[src/inc/slps_defines.svh]
`ifndef SLPS_DEFINES_SVH
`define SLPS_DEFINES_SVH

`define SLPS_AW 24
`define SLPS_IW 48
`define SLPS_CW 32
`define SLPS_NOP_WORD 48'h000000000000
`define SLPS_CNT_ONE 32'h00000001
`define SLPS_LEN_FOUR 3'h4
`define SLPS_MIN_ITER_ONE 32'h00000004
`define SLPS_MIN_ITER_TWO 32'h00000002
`define SLPS_EXIT_DELAY_ONE 2'h2
`define SLPS_BUF_INIT 48'h000000000000

`endif

[src/inc/slps_pkg.sv]
`include "slps_defines.svh"

package slps_pkg;

    typedef struct packed {
        logic valid;
        logic [`SLPS_AW-1:0] addr;
        logic [`SLPS_IW-1:0] word;
    } slps_slot_t;

    typedef struct packed {
        logic pc_pop;
        logic loop_pop;
    } slps_pop_t;

    typedef enum logic [2:0] {
        SLPS_IDLE = 3'b000,
        SLPS_STALL = 3'b001,
        SLPS_RUN = 3'b010,
        SLPS_DRAIN = 3'b011,
        SLPS_EXIT = 3'b100
    } slps_state_t;

endpackage

[src/rtl/slps_ibuf.sv]
`timescale 1ns/1ps

// ********************************
// instruction buffer for loop body top
// ********************************
module slps_ibuf (
    input wire logic clock_i,
    input wire logic sys_rst_i,
    input wire logic load_i,
    input wire slps_pkg::slps_slot_t slot_i,
    output slps_pkg::slps_slot_t slot_o
);
    import slps_pkg::*;

    always_ff @(posedge clock_i) begin
        if (sys_rst_i) begin
            slot_o <= '0;
        end else if (load_i) begin
            slot_o <= slot_i;
        end
    end
endmodule

[src/rtl/slps_sequencer.sv]
`timescale 1ns/1ps
`include "slps_defines.svh"

// Contract
// - one-instr loop: fetch n+1 next, lock body n+1 in decode.
// - two-instr loop: fetch n+2 next after loop start in address.
// - three-instr loop: fetch n+1 next, no decode stall.
// - one, two, four-instr loops stall decode one cycle.
// - one-instr loop keeps body in decode, refetches it each cycle.
// - expiry tested when last instruction of final pass fetched.
// - cycle after expiry: abort loop-back, pop both stacks, fetch exit.
// - one-instr single pass: expiry cycle 3, exit cycle 5.
// - two-instr three passes: fetch n+1 in cycle 3.
// - two-instr loop-back feeds buffered n+1 into decode.
// - loop-back address comes from top of program-counter stack.
// - two-instr two passes: expiry cycle 3, buffered n+1 cycle 4.
// - three-instr single pass: expiry cycle 4, exit cycle 5.
// - below minimum count, up to three aborted cycles follow.
// - loop start loads buffer with the following instruction.
// - counter decrements once per pass at end-instruction fetch.
module slps_sequencer (
    input wire logic clock_i,
    input wire logic sys_rst_i,
    input wire logic [`SLPS_AW-1:0] fetch_addr_seq_i,
    input wire logic [`SLPS_IW-1:0] fetch_word_i,
    input wire logic addr_is_loop_start_i,
    input wire logic [2:0] addr_loop_len_i,
    input wire logic [`SLPS_CW-1:0] loop_count_load_i,
    input wire logic [`SLPS_AW-1:0] pc_stack_top_i,
    output logic [`SLPS_AW-1:0] fetch_addr_o,
    output slps_pkg::slps_slot_t decode_slot_o,
    output slps_pkg::slps_slot_t address_slot_o,
    output slps_pkg::slps_slot_t execute_slot_o,
    output logic decode_stall_o,
    output logic loop_counter_expired_o,
    output slps_pkg::slps_pop_t stack_pop_o,
    output logic [`SLPS_CW-1:0] current_iteration_counter_o
);
    import slps_pkg::*;

    // ********************************
    // state and pipeline registers
    // ********************************
    slps_state_t state;
    slps_state_t next_state;
    slps_slot_t fetch1;
    slps_slot_t fetch2;
    slps_slot_t decode;
    slps_slot_t address;
    slps_slot_t execute;
    slps_slot_t buf_slot;
    logic [2:0] len;
    logic [1:0] phase;
    logic single;
    logic [`SLPS_CW-1:0] cnt;
    logic [`SLPS_AW-1:0] base;
    logic expired;

    function automatic logic [`SLPS_AW-1:0] offs(
        input logic [`SLPS_AW-1:0] a,
        input logic [2:0] k
    );
        offs = a + {{(`SLPS_AW-3){1'b0}}, k};
    endfunction

    // ********************************
    // decode of the current cycle
    // ********************************
    wire start_w = addr_is_loop_start_i && address.valid && state == SLPS_IDLE;
    wire short_stall_w = addr_loop_len_i != 3'h3;
    wire one_w = len == 3'h1;
    wire two_w = len == 3'h2;
    wire three_w = len == 3'h3;
    wire odd_len_w = addr_loop_len_i == 3'h1 || addr_loop_len_i == 3'h3;
    wire long_w = len > 3'h3;
    // last-of-pass fetch: short bodies go by pass timing, long by address
    wire [`SLPS_AW-1:0] last_addr_w = offs(base, len);
    wire long_last_w = long_w && fetch_addr_o == last_addr_w;
    wire last_fetch_w = (state == SLPS_RUN && (one_w
        || (two_w && phase == 2'h0)
        || (three_w && phase == 2'h2)
        || (three_w && phase == 2'h0 && cnt == '0)
        || long_last_w))
        || (state == SLPS_STALL && long_last_w);
    // short bodies test an early count so long runs lose no cycles
    wire short_test_w = cnt == `SLPS_MIN_ITER_TWO
        || (two_w && cnt == `SLPS_CNT_ONE)
        || (three_w && cnt == '0);
    wire one_test_w = cnt == `SLPS_CNT_ONE || cnt == `SLPS_MIN_ITER_ONE;
    wire test_w = one_w ? one_test_w
        : (two_w || three_w) ? short_test_w : cnt == `SLPS_CNT_ONE;
    wire expire_now_w = last_fetch_w && test_w;
    // a single one-instr pass waits one more cycle before leaving
    wire slow_exit_w = one_w && single;
    wire [`SLPS_AW-1:0] exit_addr_w = offs(base, len + 3'h1);
    wire hold_w = state == SLPS_RUN && one_w;
    wire swap_w = two_w && fetch2.valid && fetch2.addr == offs(base, 3'h3)
        && state != SLPS_IDLE;

    // ********************************
    // fetch address select
    // ********************************
    always_comb begin
        next_state = state;
        fetch_addr_o = fetch_addr_seq_i;
        if (start_w) begin
            if (addr_loop_len_i == 3'h2) begin
                fetch_addr_o = offs(address.addr, 3'h2);
            end else if (odd_len_w) begin
                fetch_addr_o = offs(address.addr, 3'h1);
            end
            next_state = (addr_loop_len_i <= `SLPS_LEN_FOUR && short_stall_w)
                ? SLPS_STALL : SLPS_RUN;
        end else if (state == SLPS_EXIT) begin
            fetch_addr_o = exit_addr_w;
            next_state = SLPS_IDLE;
        end else if (state != SLPS_IDLE) begin
            if (one_w) begin
                fetch_addr_o = offs(base, 3'h1);
            end else if (state == SLPS_STALL) begin
                // stalled fetch repeats the word held in fetch1
                fetch_addr_o = fetch1.addr;
            end else if (fetch_addr_seq_i == exit_addr_w) begin
                fetch_addr_o = pc_stack_top_i;
            end
            if (state == SLPS_STALL) begin
                next_state = SLPS_RUN;
            end
            if (expired || (expire_now_w && !slow_exit_w)) begin
                next_state = SLPS_EXIT;
            end
        end
    end

    assign decode_stall_o = state == SLPS_STALL || hold_w;
    assign loop_counter_expired_o = expired;
    assign stack_pop_o.pc_pop = state == SLPS_EXIT;
    assign stack_pop_o.loop_pop = state == SLPS_EXIT;
    assign current_iteration_counter_o = cnt;
    assign decode_slot_o = decode;
    assign address_slot_o = address;
    assign execute_slot_o = execute;

    slps_slot_t fetched_w;
    assign fetched_w = '{valid: 1'b1, addr: fetch_addr_o, word: fetch_word_i};

    // ********************************
    // counter and state
    // ********************************
    always_ff @(posedge clock_i) begin
        if (sys_rst_i) begin
            state <= SLPS_IDLE;
            cnt <= '0;
            len <= '0;
            base <= '0;
            expired <= 1'b0;
            phase <= '0;
            single <= 1'b0;
        end else begin
            state <= next_state;
            expired <= expire_now_w;
            if (start_w) begin
                cnt <= loop_count_load_i;
                len <= addr_loop_len_i;
                base <= address.addr;
                single <= loop_count_load_i == `SLPS_CNT_ONE;
            end else if (last_fetch_w && !expired && cnt != '0) begin
                cnt <= cnt - `SLPS_CNT_ONE;
            end
            // pass position for two and three word bodies
            if (start_w) begin
                phase <= 2'h1;
            end else if (phase == len[1:0] - 2'h1) begin
                phase <= 2'h0;
            end else begin
                phase <= phase + 2'h1;
            end
        end
    end

    // ********************************
    // pipeline stages
    // ********************************
    // aborted slots turn into bubbles so no stale body runs twice
    always_ff @(posedge clock_i) begin
        if (sys_rst_i) begin
            fetch1 <= '0;
            fetch2 <= '0;
            decode <= '0;
            address <= '0;
            execute <= '0;
        end else begin
            execute <= address;
            fetch1 <= fetched_w;
            if (state == SLPS_EXIT || expired) begin
                fetch2 <= '0;
                decode <= '0;
                address <= decode_stall_o ? '0 : decode;
            end else if (start_w && addr_loop_len_i == 3'h1) begin
                // body word locks in decode while it also moves on
                address <= decode;
                fetch2 <= fetch1;
            end else if (decode_stall_o) begin
                address <= '0;
                // the start stall freezes fetch2; fetch1 reloads the repeated fetch
                fetch2 <= (state == SLPS_STALL) ? fetch2 : fetch1;
            end else begin
                address <= decode;
                fetch2 <= fetch1;
                decode <= swap_w ? buf_slot : fetch2;
            end
        end
    end

    slps_ibuf u_ibuf (
        .clock_i(clock_i),
        .sys_rst_i(sys_rst_i),
        .load_i(start_w),
        .slot_i(decode),
        .slot_o(buf_slot)
    );
endmodule

[config.mk]
export PLATFORM = sky130hd
export DESIGN_NAME = slps_sequencer
export DESIGN_NICKNAME = d
export VERILOG_FILES = /design/src/inc/slps_pkg.sv /design/src/rtl/slps_ibuf.sv /design/src/rtl/slps_sequencer.sv
export VERILOG_INCLUDE_DIRS = /design/src /design/src/inc
export SDC_FILE = /design/constraint.sdc
export NUM_CORES = 1
export LEC_CHECK = 0
export BUFFER_PORTS_ARGS = -buffer_cell sky130_fd_sc_hd__buf_4
export CAP_MARGIN = 20
export CORE_UTILIZATION = 50
export CTS_BUF_LIST = sky130_fd_sc_hd__clkbuf_16
export DETAILED_ROUTE_END_ITERATION = 6
export GPL_TIMING_DRIVEN = 0
export PLACE_DENSITY = 0.79
export SLEW_MARGIN = 5
export SYNTH_ARGS = -nofsm -noshare
export SYNTH_HDL_FRONTEND = slang
export SYNTH_SLANG_ARGS = --single-unit
[constraint.sdc]
create_clock -name clock_i -period 16.83 [get_ports clock_i]
set_input_delay 2.5245 -clock clock_i [delete_from_list [all_inputs] [get_ports clock_i]]
set_output_delay 2.5245 -clock clock_i [all_outputs]
set_load 0.02 [all_outputs]
# --- Word-level counts from Yosys, hierarchy flattened ---
# Index checks and enable logic that the tools add are counted.
word_totals:
  inputBits: 134
  wordCells: 137
  ff_bits: 504
op_classes:
  order_cmp: 2
  addsub: 10
  n_reduce_logical: 49
  bitwise: 2
  mux: 28
  n_eq_ne: 20
ops:
  columns: ["operator", "count"]
  rows:
  - ["$mux 73", 8]
  - ["$mux 24", 8]
  - ["$eq 24x24->1", 3]
  - ["$eq 32x1->1 const B", 2]
  - ["$mux 32", 2]
  - ["$add 24x1->24 const B", 2]
  - ["$add 24x2->24 const B", 2]
  - ["$add 24x3->24", 2]
  - ["$eq 32x2->1 const B", 1]
  - ["$eq 32x3->1 const B", 1]
  - ["$logic_not 32->1", 1]
  - ["$reduce_bool 32->1", 1]
  - ["$sub 32x1->32 const B", 1]
  - ["$logic_and 1x1->1", 22]
  - ["$eq 3x2->1 const B", 5]
  - ["$mux 3", 5]
  - ["$logic_or 1x1->1", 13]
  - ["$eq 3x1->1 const B", 3]
  - ["$reduce_bool 3->1", 2]
  - ["$mux 1", 4]
  - ["$reduce_and 2->1", 2]
  - ["$reduce_bool 4->1", 1]
  - ["$add 3x1->3 const B", 1]
  - ["$eq 3x3->1 const B", 1]
  - ["other kinds (16)", 18]

# --- Depth between registers and ports, before layout ---
# Gate-level depths: netlist of run 1.
logic_depth:
  ltp_word: 21
  ltp_mapped: 25

# --- By module ---
# Synthesis of run 1 repeated with hierarchy kept, for this count alone.
hier_totals:
  cells_unflattened: 2987
  hier_area_um2: 25115.3
modules_own_cells:
  columns: ["module", "seq_area_each_um2", "n_inst", "cells_each", "area_each_um2"]
  rows:
  - ["slps_sequencer", 8628.3, 1, 2752, 22457.8]
  - ["slps_ibuf", 1461.4, 1, 235, 2657.5]

# --- Least setup slack after synthesis of run 1 ---
# No wires, ideal clock.
synth_timing:
  kind: "input port to output port"
  start: "in fetch_addr_seq_i[20]"
  end: "out fetch_addr_o[2]"
  required_ns: 14.305
  stages: 12
  arrival_ns: 5.335
  slack_ns: 8.970
  path_buffers: 2
  cell_sequence: "xor2_1 nand4_1 a2111o_1 o21ai_1 o2111ai_1 or4_1 buf_2 nor2_8 buf_2 mux2i_1 a21oi_1 o21ai_0"
synth_via:
  elab_chain_len: 7
synth_lines:
  columns: ["element", "line", "rtl"]
  rows:
  - ["start, declared", "slps_sequencer.sv:24", "input wire logic [`SLPS_AW-1:0] fetch_addr_seq_i,"]
  - ["$eq 24x24->1", "slps_sequencer.sv:123", "end else if (fetch_addr_seq_i == exit_addr_w) begin"]
  - ["$mux 24", "slps_sequencer.sv:123", null]
  - ["$mux 24", "slps_sequencer.sv:120", "end else if (state == SLPS_STALL) begin"]
  - ["$mux 24", "slps_sequencer.sv:118", "if (one_w) begin"]
  - ["$mux 24", "slps_sequencer.sv:117", "end else if (state != SLPS_IDLE) begin"]
  - ["$mux 24", "slps_sequencer.sv:114", "end else if (state == SLPS_EXIT) begin"]
  - ["$mux 24", "slps_sequencer.sv:106", "if (start_w) begin"]
  - ["end, declared", "slps_sequencer.sv:30", "output logic [`SLPS_AW-1:0] fetch_addr_o,"]
# No other way between the ends.

# --- Worst setup path in the final report of run 1 ---
layout_timing:
  start: "in addr_is_loop_start_i"
  end: "out fetch_addr_o[14]"
layout_via:
  elab_chain_len: 3
layout_lines:
  columns: ["element", "line", "rtl"]
  rows:
  - ["start, declared", "slps_sequencer.sv:26", "input wire logic addr_is_loop_start_i,"]
  - ["$logic_and 1x1->1 (2 in a row)", "slps_sequencer.sv:69", "wire start_w = addr_is_loop_start_i && address.valid && state == SLPS_IDLE;"]
  - ["$mux 24", "slps_sequencer.sv:106", null]
# No other way between the ends.

==> impl_metrics.toml, run 1 <==
[critical_path]
worstPathArrival_ns = 6.74
slowest_delay_ns = 0.78
worstPathBufferInverterCount = 6
start_kind = "input pin"
path_max_fanout = 10
cp-end-kind = "output port"
crit_family = "buffers and inverters"
worst_ep_required_time_ns = 14.31
crit_chain = "buf_4, nand2_1, nor2_1, clkbuf_1, clkbuf_1, buf_1, a221oi_1, o32ai_1, inv_1, buf_4"
critical_path_class = "in2out"
slowest_stage = "buf_1"

[timing]
fin_crit_sh = 0.550
setup_viol = 0
tightest_slew_ns = 1.39
finClkSkew_ns = 0.0659
finalMaxSlewViolations = 0
setup_tns_ns = 0
finalHoldViolCount = 0
rsz0062_at_grt = "false"
max_freq_ghz = 0.108
slew_headroom = 0.0704
min_period_ns = 9.26

[run]
cap_violations = 0

[finish]
syn_to_final_growth_pct = 22.8
postLayoutCoreUtil = 0.622
drive_above_1_share = 0.154
final_cells = 4249
nets = 3697

[grt]
antenna_found_initial = 8
grt_pass1_vias = 24900
grt_overflow = 0
grtUsageTotal = 0.462
grt_max_degree = 15
grt_pass1_wl_um = 170000

[yosys]
syn_nets = 3235
synth_top_area_frac = 0.408
yosysMostFrequentCell = "dfxtp_1"
synth_cells = 3079
synth-edff-count = 0
synth-seq-cells = 504
netlist_area_um2 = 24700
synth_area_leader_cell = "dfxtp_1"
ys_seq_area_frac = 0.408
async_flop_share = 0
synth_common_cells = "dfxtp_1 (504), nand2_1 (480), a21oi_1 (293), nor2_1 (257), clkbuf_1 (177)"
synth-main-ff-cell = "dfxtp_1"
synth_cell_type_count = 92
yosysWarnings = 0
synth.area.top_cells = "dfxtp_1 (41%), nand2_1 (7.3%), a21oi_1 (5.9%)"
synth_area_per_cell_um2 = 8.03

[floorplan]
die_area_um2 = 50400
chipHeight_um = 224
row_count = 81
die_x_um = 224
io-pin-count = 413
coreArea_um2 = 48800
start_util = 0.506

[power_and_ir_drop]
clock_power_share = 0.428
p_total_w = 0.00277
power_switching_share = 0.274
internal_power_w = 0.00201
peakVddDrop_mv = 0.0970
p_sw_w = 0.000758
power.share.combinational = 0.112
p_per_area_nw_per_um2 = 91.1
p_seq_frac = 0.459
p_leak_nw = 11.7

[place]
dp_hpwl_um = 93600
place_congestion = 1.09
port_buffers = 407
place_inst = 4153

[routing]
highest_layer = "met5"
detail-route-antenna-nets = 0
vias = 26800
drt_iter0_drc = 3682
avgViaCountPerCell = 6.30
met2WireLength_um = 52100
wl_per_cell_um = 28.4
drc = 8
wl_met1_um = 45100
dr.pass1.iters = 7
wl_met3_um = 14700
wl_um = 121000

[status]
violations = "design-rule violations"
status = "complete, but fails checks"

[cts]
htree_num_levels = 2
cts-buffers-inserted = 50
post_cts_buffers = 0
ctsResizeCount = 0
clockRootBuffer = "clkbuf_16"
clock_sinks = 504
path_clk_slew_ns = 0.06
clockBufferDepth = 3
insertion_delay_ns = 0.66
tritoncts = "done"
hold_buffers = 0

[hold_path]
hold_class = "reg2reg"
## worst paths after layout
| kind | start | endpoint | slack, ns | depth (start not counted) |
|---|---|---|---|---|
| hold reg to reg | fetch1[44]$_SDFF_PP0_ | fetch2[44]$_SDFFE_PP0P_ | 0.44 | 2 |
| hold / removal | fetch1[44]$_SDFF_PP0_ | fetch2[44]$_SDFFE_PP0P_ | 0.44 | 2 |
| setup / recovery | addr_is_loop_start_i | fetch_addr_o[14] | 7.57 | 10 |
| setup reg to reg | len[0]$_SDFFE_PP0P_ | current_iteration_counter_o[21]$_SDFFE_PP0P_ | 8.61 | 19 |
## routing by layer
| layer | up-vias | global-route usage |
|---|---|---|
| met4 | 6 | 0.298 |
| met1 | 12700 | 0.572 |
| met5 | - | 0 |
| met3 | 427 | 0.134 |
| met2 | 1916 | 0.703 |
| li1 | 11700 | - |
## cells by family after synthesis
group,count (synthesis),synth area share
XOR/XNOR,141,0.0516
multiplexers,86,0.0349
buffers and inverters,276,0.0439
AND/OR/NAND/NOR,1332,0.263
adder cells (fa/ha/maj),22,0.0117
AO/OA/AOI/OAI,718,0.187
flip-flops,504,0.408
## layout by cell type, fill, tap and decap left out, drive strengths merged, types with 22 or more instances in the layout
cell type,Yosys,layout
a21oi,294,294
xor2,36,36
nor2b,135,135
nor2,258,258
nand3,69,69
o21ai,96,96
nor4,45,45
dfxtp,504,504
clkbuf,178,228
nand2b,23,23
nand4,48,48
nor3,65,65
clkinv,0,22
xnor2,102,102
a31oi,27,27
buf,54,463
a211oi,98,98
and2,105,105
nand2,481,481
inv,44,55
mux2i,84,84
or3,22,22
## tightest hold or removal path, cell delays in order (launching register included)
cell,delay (ns)
dfxtp_1,0.29
nand2_1,0.05
a21oi_1,0.05
## final cells by class
class	instances	area, um^2
fill	4275	18500
multi-input combinational	2299	13600
sequential	504	10100
timing repair buffer	410	3090
clock buffer	50	1250
buffer	232	921
tap	664	831
clock inverter	44	463
inverter	44	165
antenna	2	5.00
## sequential cells by signal (all words and copies together), names as in the netlist
signal,count
fetch1,73
single,1
execute_slot_o,73
address_slot_o,73
current_iteration_counter_o,32
phase,2
fetch2,73
loop_counter_expired_o,1
len,3
decode_slot_o,73
u_ibuf.slot_o,73
state,3
base,24
## power by group through the flow
stage	clock network [W]	registers (W)	logic, W
after floorplan	0	0.00129	0.000141
after global placement	0	0.00129	0.000294
after detailed placement	0	0.00129	0.000296
after CTS	0.00118	0.00127	0.000299
after global routing	0.00123	0.00127	0.000322
final	0.00119	0.00127	0.000311
## stage by stage
stage	area, um^2	hold WS, ns	setup slack, ns
after floorplan	24700	0.422	8.97
after global placement	28600	0.425	7.65
after detailed placement	28700	0.430	7.69
after CTS	30400	0.437	7.79
after global routing	30400	0.445	7.56
final	30400	0.440	7.57
Note: power is estimated with default switching activity, not from simulation.
==> inputs of run 2 (changes only) <==
clock period = 9.53 ns   (was 16.83 ns; I/O delays follow)
==> run 2 against run 1 <==
Effect of this change: the run now ends clean; via count up 0.29%; combinational power grew 77%; sequential power increased by 76%; final area is the same; clock skew up 0.0018 ns; register-to-register slack got worse by 7.2 ns; flip-flop and latch count unchanged; sequential share of layout area did not move; final cell count unchanged; largest cell class unchanged; largest power group unchanged.
==> impl_metrics.toml, run 2 (synthesis results as in run 1) <==
[status]
status = "completed"

[floorplan]
row_count = 81
start_util = 0.506
chipHeight_um = 224
coreArea_um2 = 48800
die_area_um2 = 50400
die_x_um = 224
io-pin-count = 413

[critical_path]
slowest_delay_ns = 0.90
r2r_end = "current_iteration_counter_o[1]$_SDFFE_PP0P_"
reg2reg_from = "len[0]$_SDFFE_PP0P_"
cp-end-kind = "register"
start_kind = "register"
critical_path_class = "reg2reg"
worstSetupEndpoint = "current_iteration_counter_o[1]$_SDFFE_PP0P_"
path_max_fanout = 10
worstPathBufferInverterCount = 3
rrSetupSlack_ns = 1.44
crit_family = "simple AND/OR/NAND/NOR gates"
worstPathArrival_ns = 8.56
worst_ep_required_time_ns = 9.99
slowest_stage = "nor4_1"
crit_chain = "inv_1, ha_1, fa_1, nor2b_1, o21ai_1, nor4_1, o2111ai_1, nor4_1, clkbuf_1, nand2_1, a31o_2, a2111oi_0, o2111ai_1, nor4_2, a21oi_2, and2_1, clkbuf_1, a221oi_1, nor2_1"
reg2reg_depth = 19
worstSetupStartpoint = "len[0]$_SDFFE_PP0P_"
path_depth = 19

[finish]
layout_commonest_cell = "dfxtp_1"
stdcell_area_um2 = 30400
drive_above_1_share = 0.154
syn_to_final_growth_pct = 22.8
fillers = 4273
nets = 3697
layout_common_cells = "dfxtp_1 (504), nand2_1 (480), buf_4 (412)"

[place]
dp_hpwl_um = 93600
place_congestion = 1.09
placed_cell_area_um2 = 28700
dp_worst_setup_slack_ns = 1.49
port_buffers = 407

[cts]
ctsResizeCount = 0
post_cts_buffers = 0
clockRootBuffer = "clkbuf_16"
path_clk_slew_ns = 0.07
cts-buffers-inserted = 50
htree_num_levels = 2
hold_buffers = 0
clockBufferDepth = 3
insertion_delay_ns = 0.67
tritoncts = "done"
clock_sinks = 504

[grt]
grtUsageTotal = 0.462
grt_max_degree = 15
antenna_found_initial = 7
grt_overflow = 0
grt_pass1_vias = 24900
grt_pass1_wl_um = 169000

[power_and_ir_drop]
peakVddDrop_mv = 0.171
p_sw_w = 0.00134
p_leak_nw = 11.7
p_total_w = 0.00489
clock_power_share = 0.429
p_seq_frac = 0.459
power.share.combinational = 0.112
power_switching_share = 0.274
internal_power_w = 0.00355
p_per_area_nw_per_um2 = 161

[timing]
finalHoldViolCount = 0
setup_tns_ns = 0
finClkSkew_ns = 0.0677
fin_crit_sh = 0.849
finalMaxSlewViolations = 0
min_period_ns = 8.09
fin_ws_ns = 1.44
max_freq_ghz = 0.124
rsz0062_at_grt = "false"
tightest_slew_ns = 1.44
setup_viol = 0
slew_headroom = 0.0404

[routing]
wl_um = 121000
detail-route-antenna-nets = 0
wl_per_cell_um = 28.4
dr.pass1.iters = 6
drt_iter0_drc = 3694
drc = 0
vias = 26800
avgViaCountPerCell = 6.31

[hold_path]
hold_class = "reg2reg"
hold_depth = 2

[run]
cap_violations = 0
[run 2: layout make-up]
| type | count | area (um^2) | share of cell area |
|---|---|---|---|
| clock inverters | 44 | 463 | 0.0152 |
| flip-flops and latches | 504 | 10100 | 0.332 |
| diodes | 2 | 5.00 | 0.000165 |
| plain buffers | 232 | 921 | 0.0303 |
| well taps | 664 | 831 | 0.0273 |
| inverters | 44 | 165 | 0.00544 |
| multi-input cells | 2299 | 13600 | 0.447 |
| clock buffers | 50 | 1250 | 0.0412 |
| repair buffers | 410 | 3090 | 0.102 |
[run 2: worst reg2reg max path, cell delays in order, from the launching register on]
cell and delay, ns:
dfxtp_1 0.52, inv_1 0.12, ha_1 0.41, fa_1 0.48, nor2b_1 0.27, o21ai_1 0.36, nor4_1 0.90, o2111ai_1 0.25
nor4_1 0.70, clkbuf_1 0.56, nand2_1 0.40, a31o_2 0.39, a2111oi_0 0.36, o2111ai_1 0.40, nor4_2 0.57, a21oi_2 0.28
and2_1 0.30, clkbuf_1 0.27, a221oi_1 0.33, nor2_1 0.06
[run 2: through the flow]
stage,utilization,cells,hold slack (ns)
floorplan,-,3079,0.422
global placement,0.586,4150,0.425
detailed placement,0.587,4153,0.430
CTS,0.622,4247,0.437
global route,0.622,4247,0.445
finish,0.622,4249,0.440
[run 2: power groups by stage]
| stage | Combinational [W] | Clock, W | Sequential [W] |
|---|---|---|---|
| after floorplan | 0.000250 | 0 | 0.00228 |
| after global placement | 0.000520 | 0 | 0.00228 |
| after detailed placement | 0.000523 | 0 | 0.00228 |
| after CTS | 0.000527 | 0.00208 | 0.00224 |
| after global routing | 0.000568 | 0.00218 | 0.00224 |
| final | 0.000549 | 0.00210 | 0.00224 |
[run 2: worst min-delay path by stage]
stage | startpoint | to | slack, ns
global route | address_slot_o[8]$_SDFF_PP0_ | execute_slot_o[8]$_SDFF_PP0_ | 0.44
detailed placement | fetch1[43]$_SDFF_PP0_ | fetch2[43]$_SDFFE_PP0P_ | 0.43
finish | fetch1[16]$_SDFF_PP0_ | fetch2[16]$_SDFFE_PP0P_ | 0.44
global placement | fetch1[9]$_SDFF_PP0_ | fetch2[9]$_SDFFE_PP0P_ | 0.42
CTS | fetch1[44]$_SDFF_PP0_ | fetch2[44]$_SDFFE_PP0P_ | 0.44
floorplan | fetch1[0]$_SDFF_PP0_ | fetch2[0]$_SDFFE_PP0P_ | 0.42
[run 2: layer usage]
layer,vias up,global-route usage,part of all wire,wire (um)
li1,11700,-,-,-
met1,12700,0.572,0.37,45000
met2,1996,0.703,0.43,52100
met3,433,0.134,0.12,14700
met4,6,0.296,0.072,8640
met5,-,0,0.00025,30
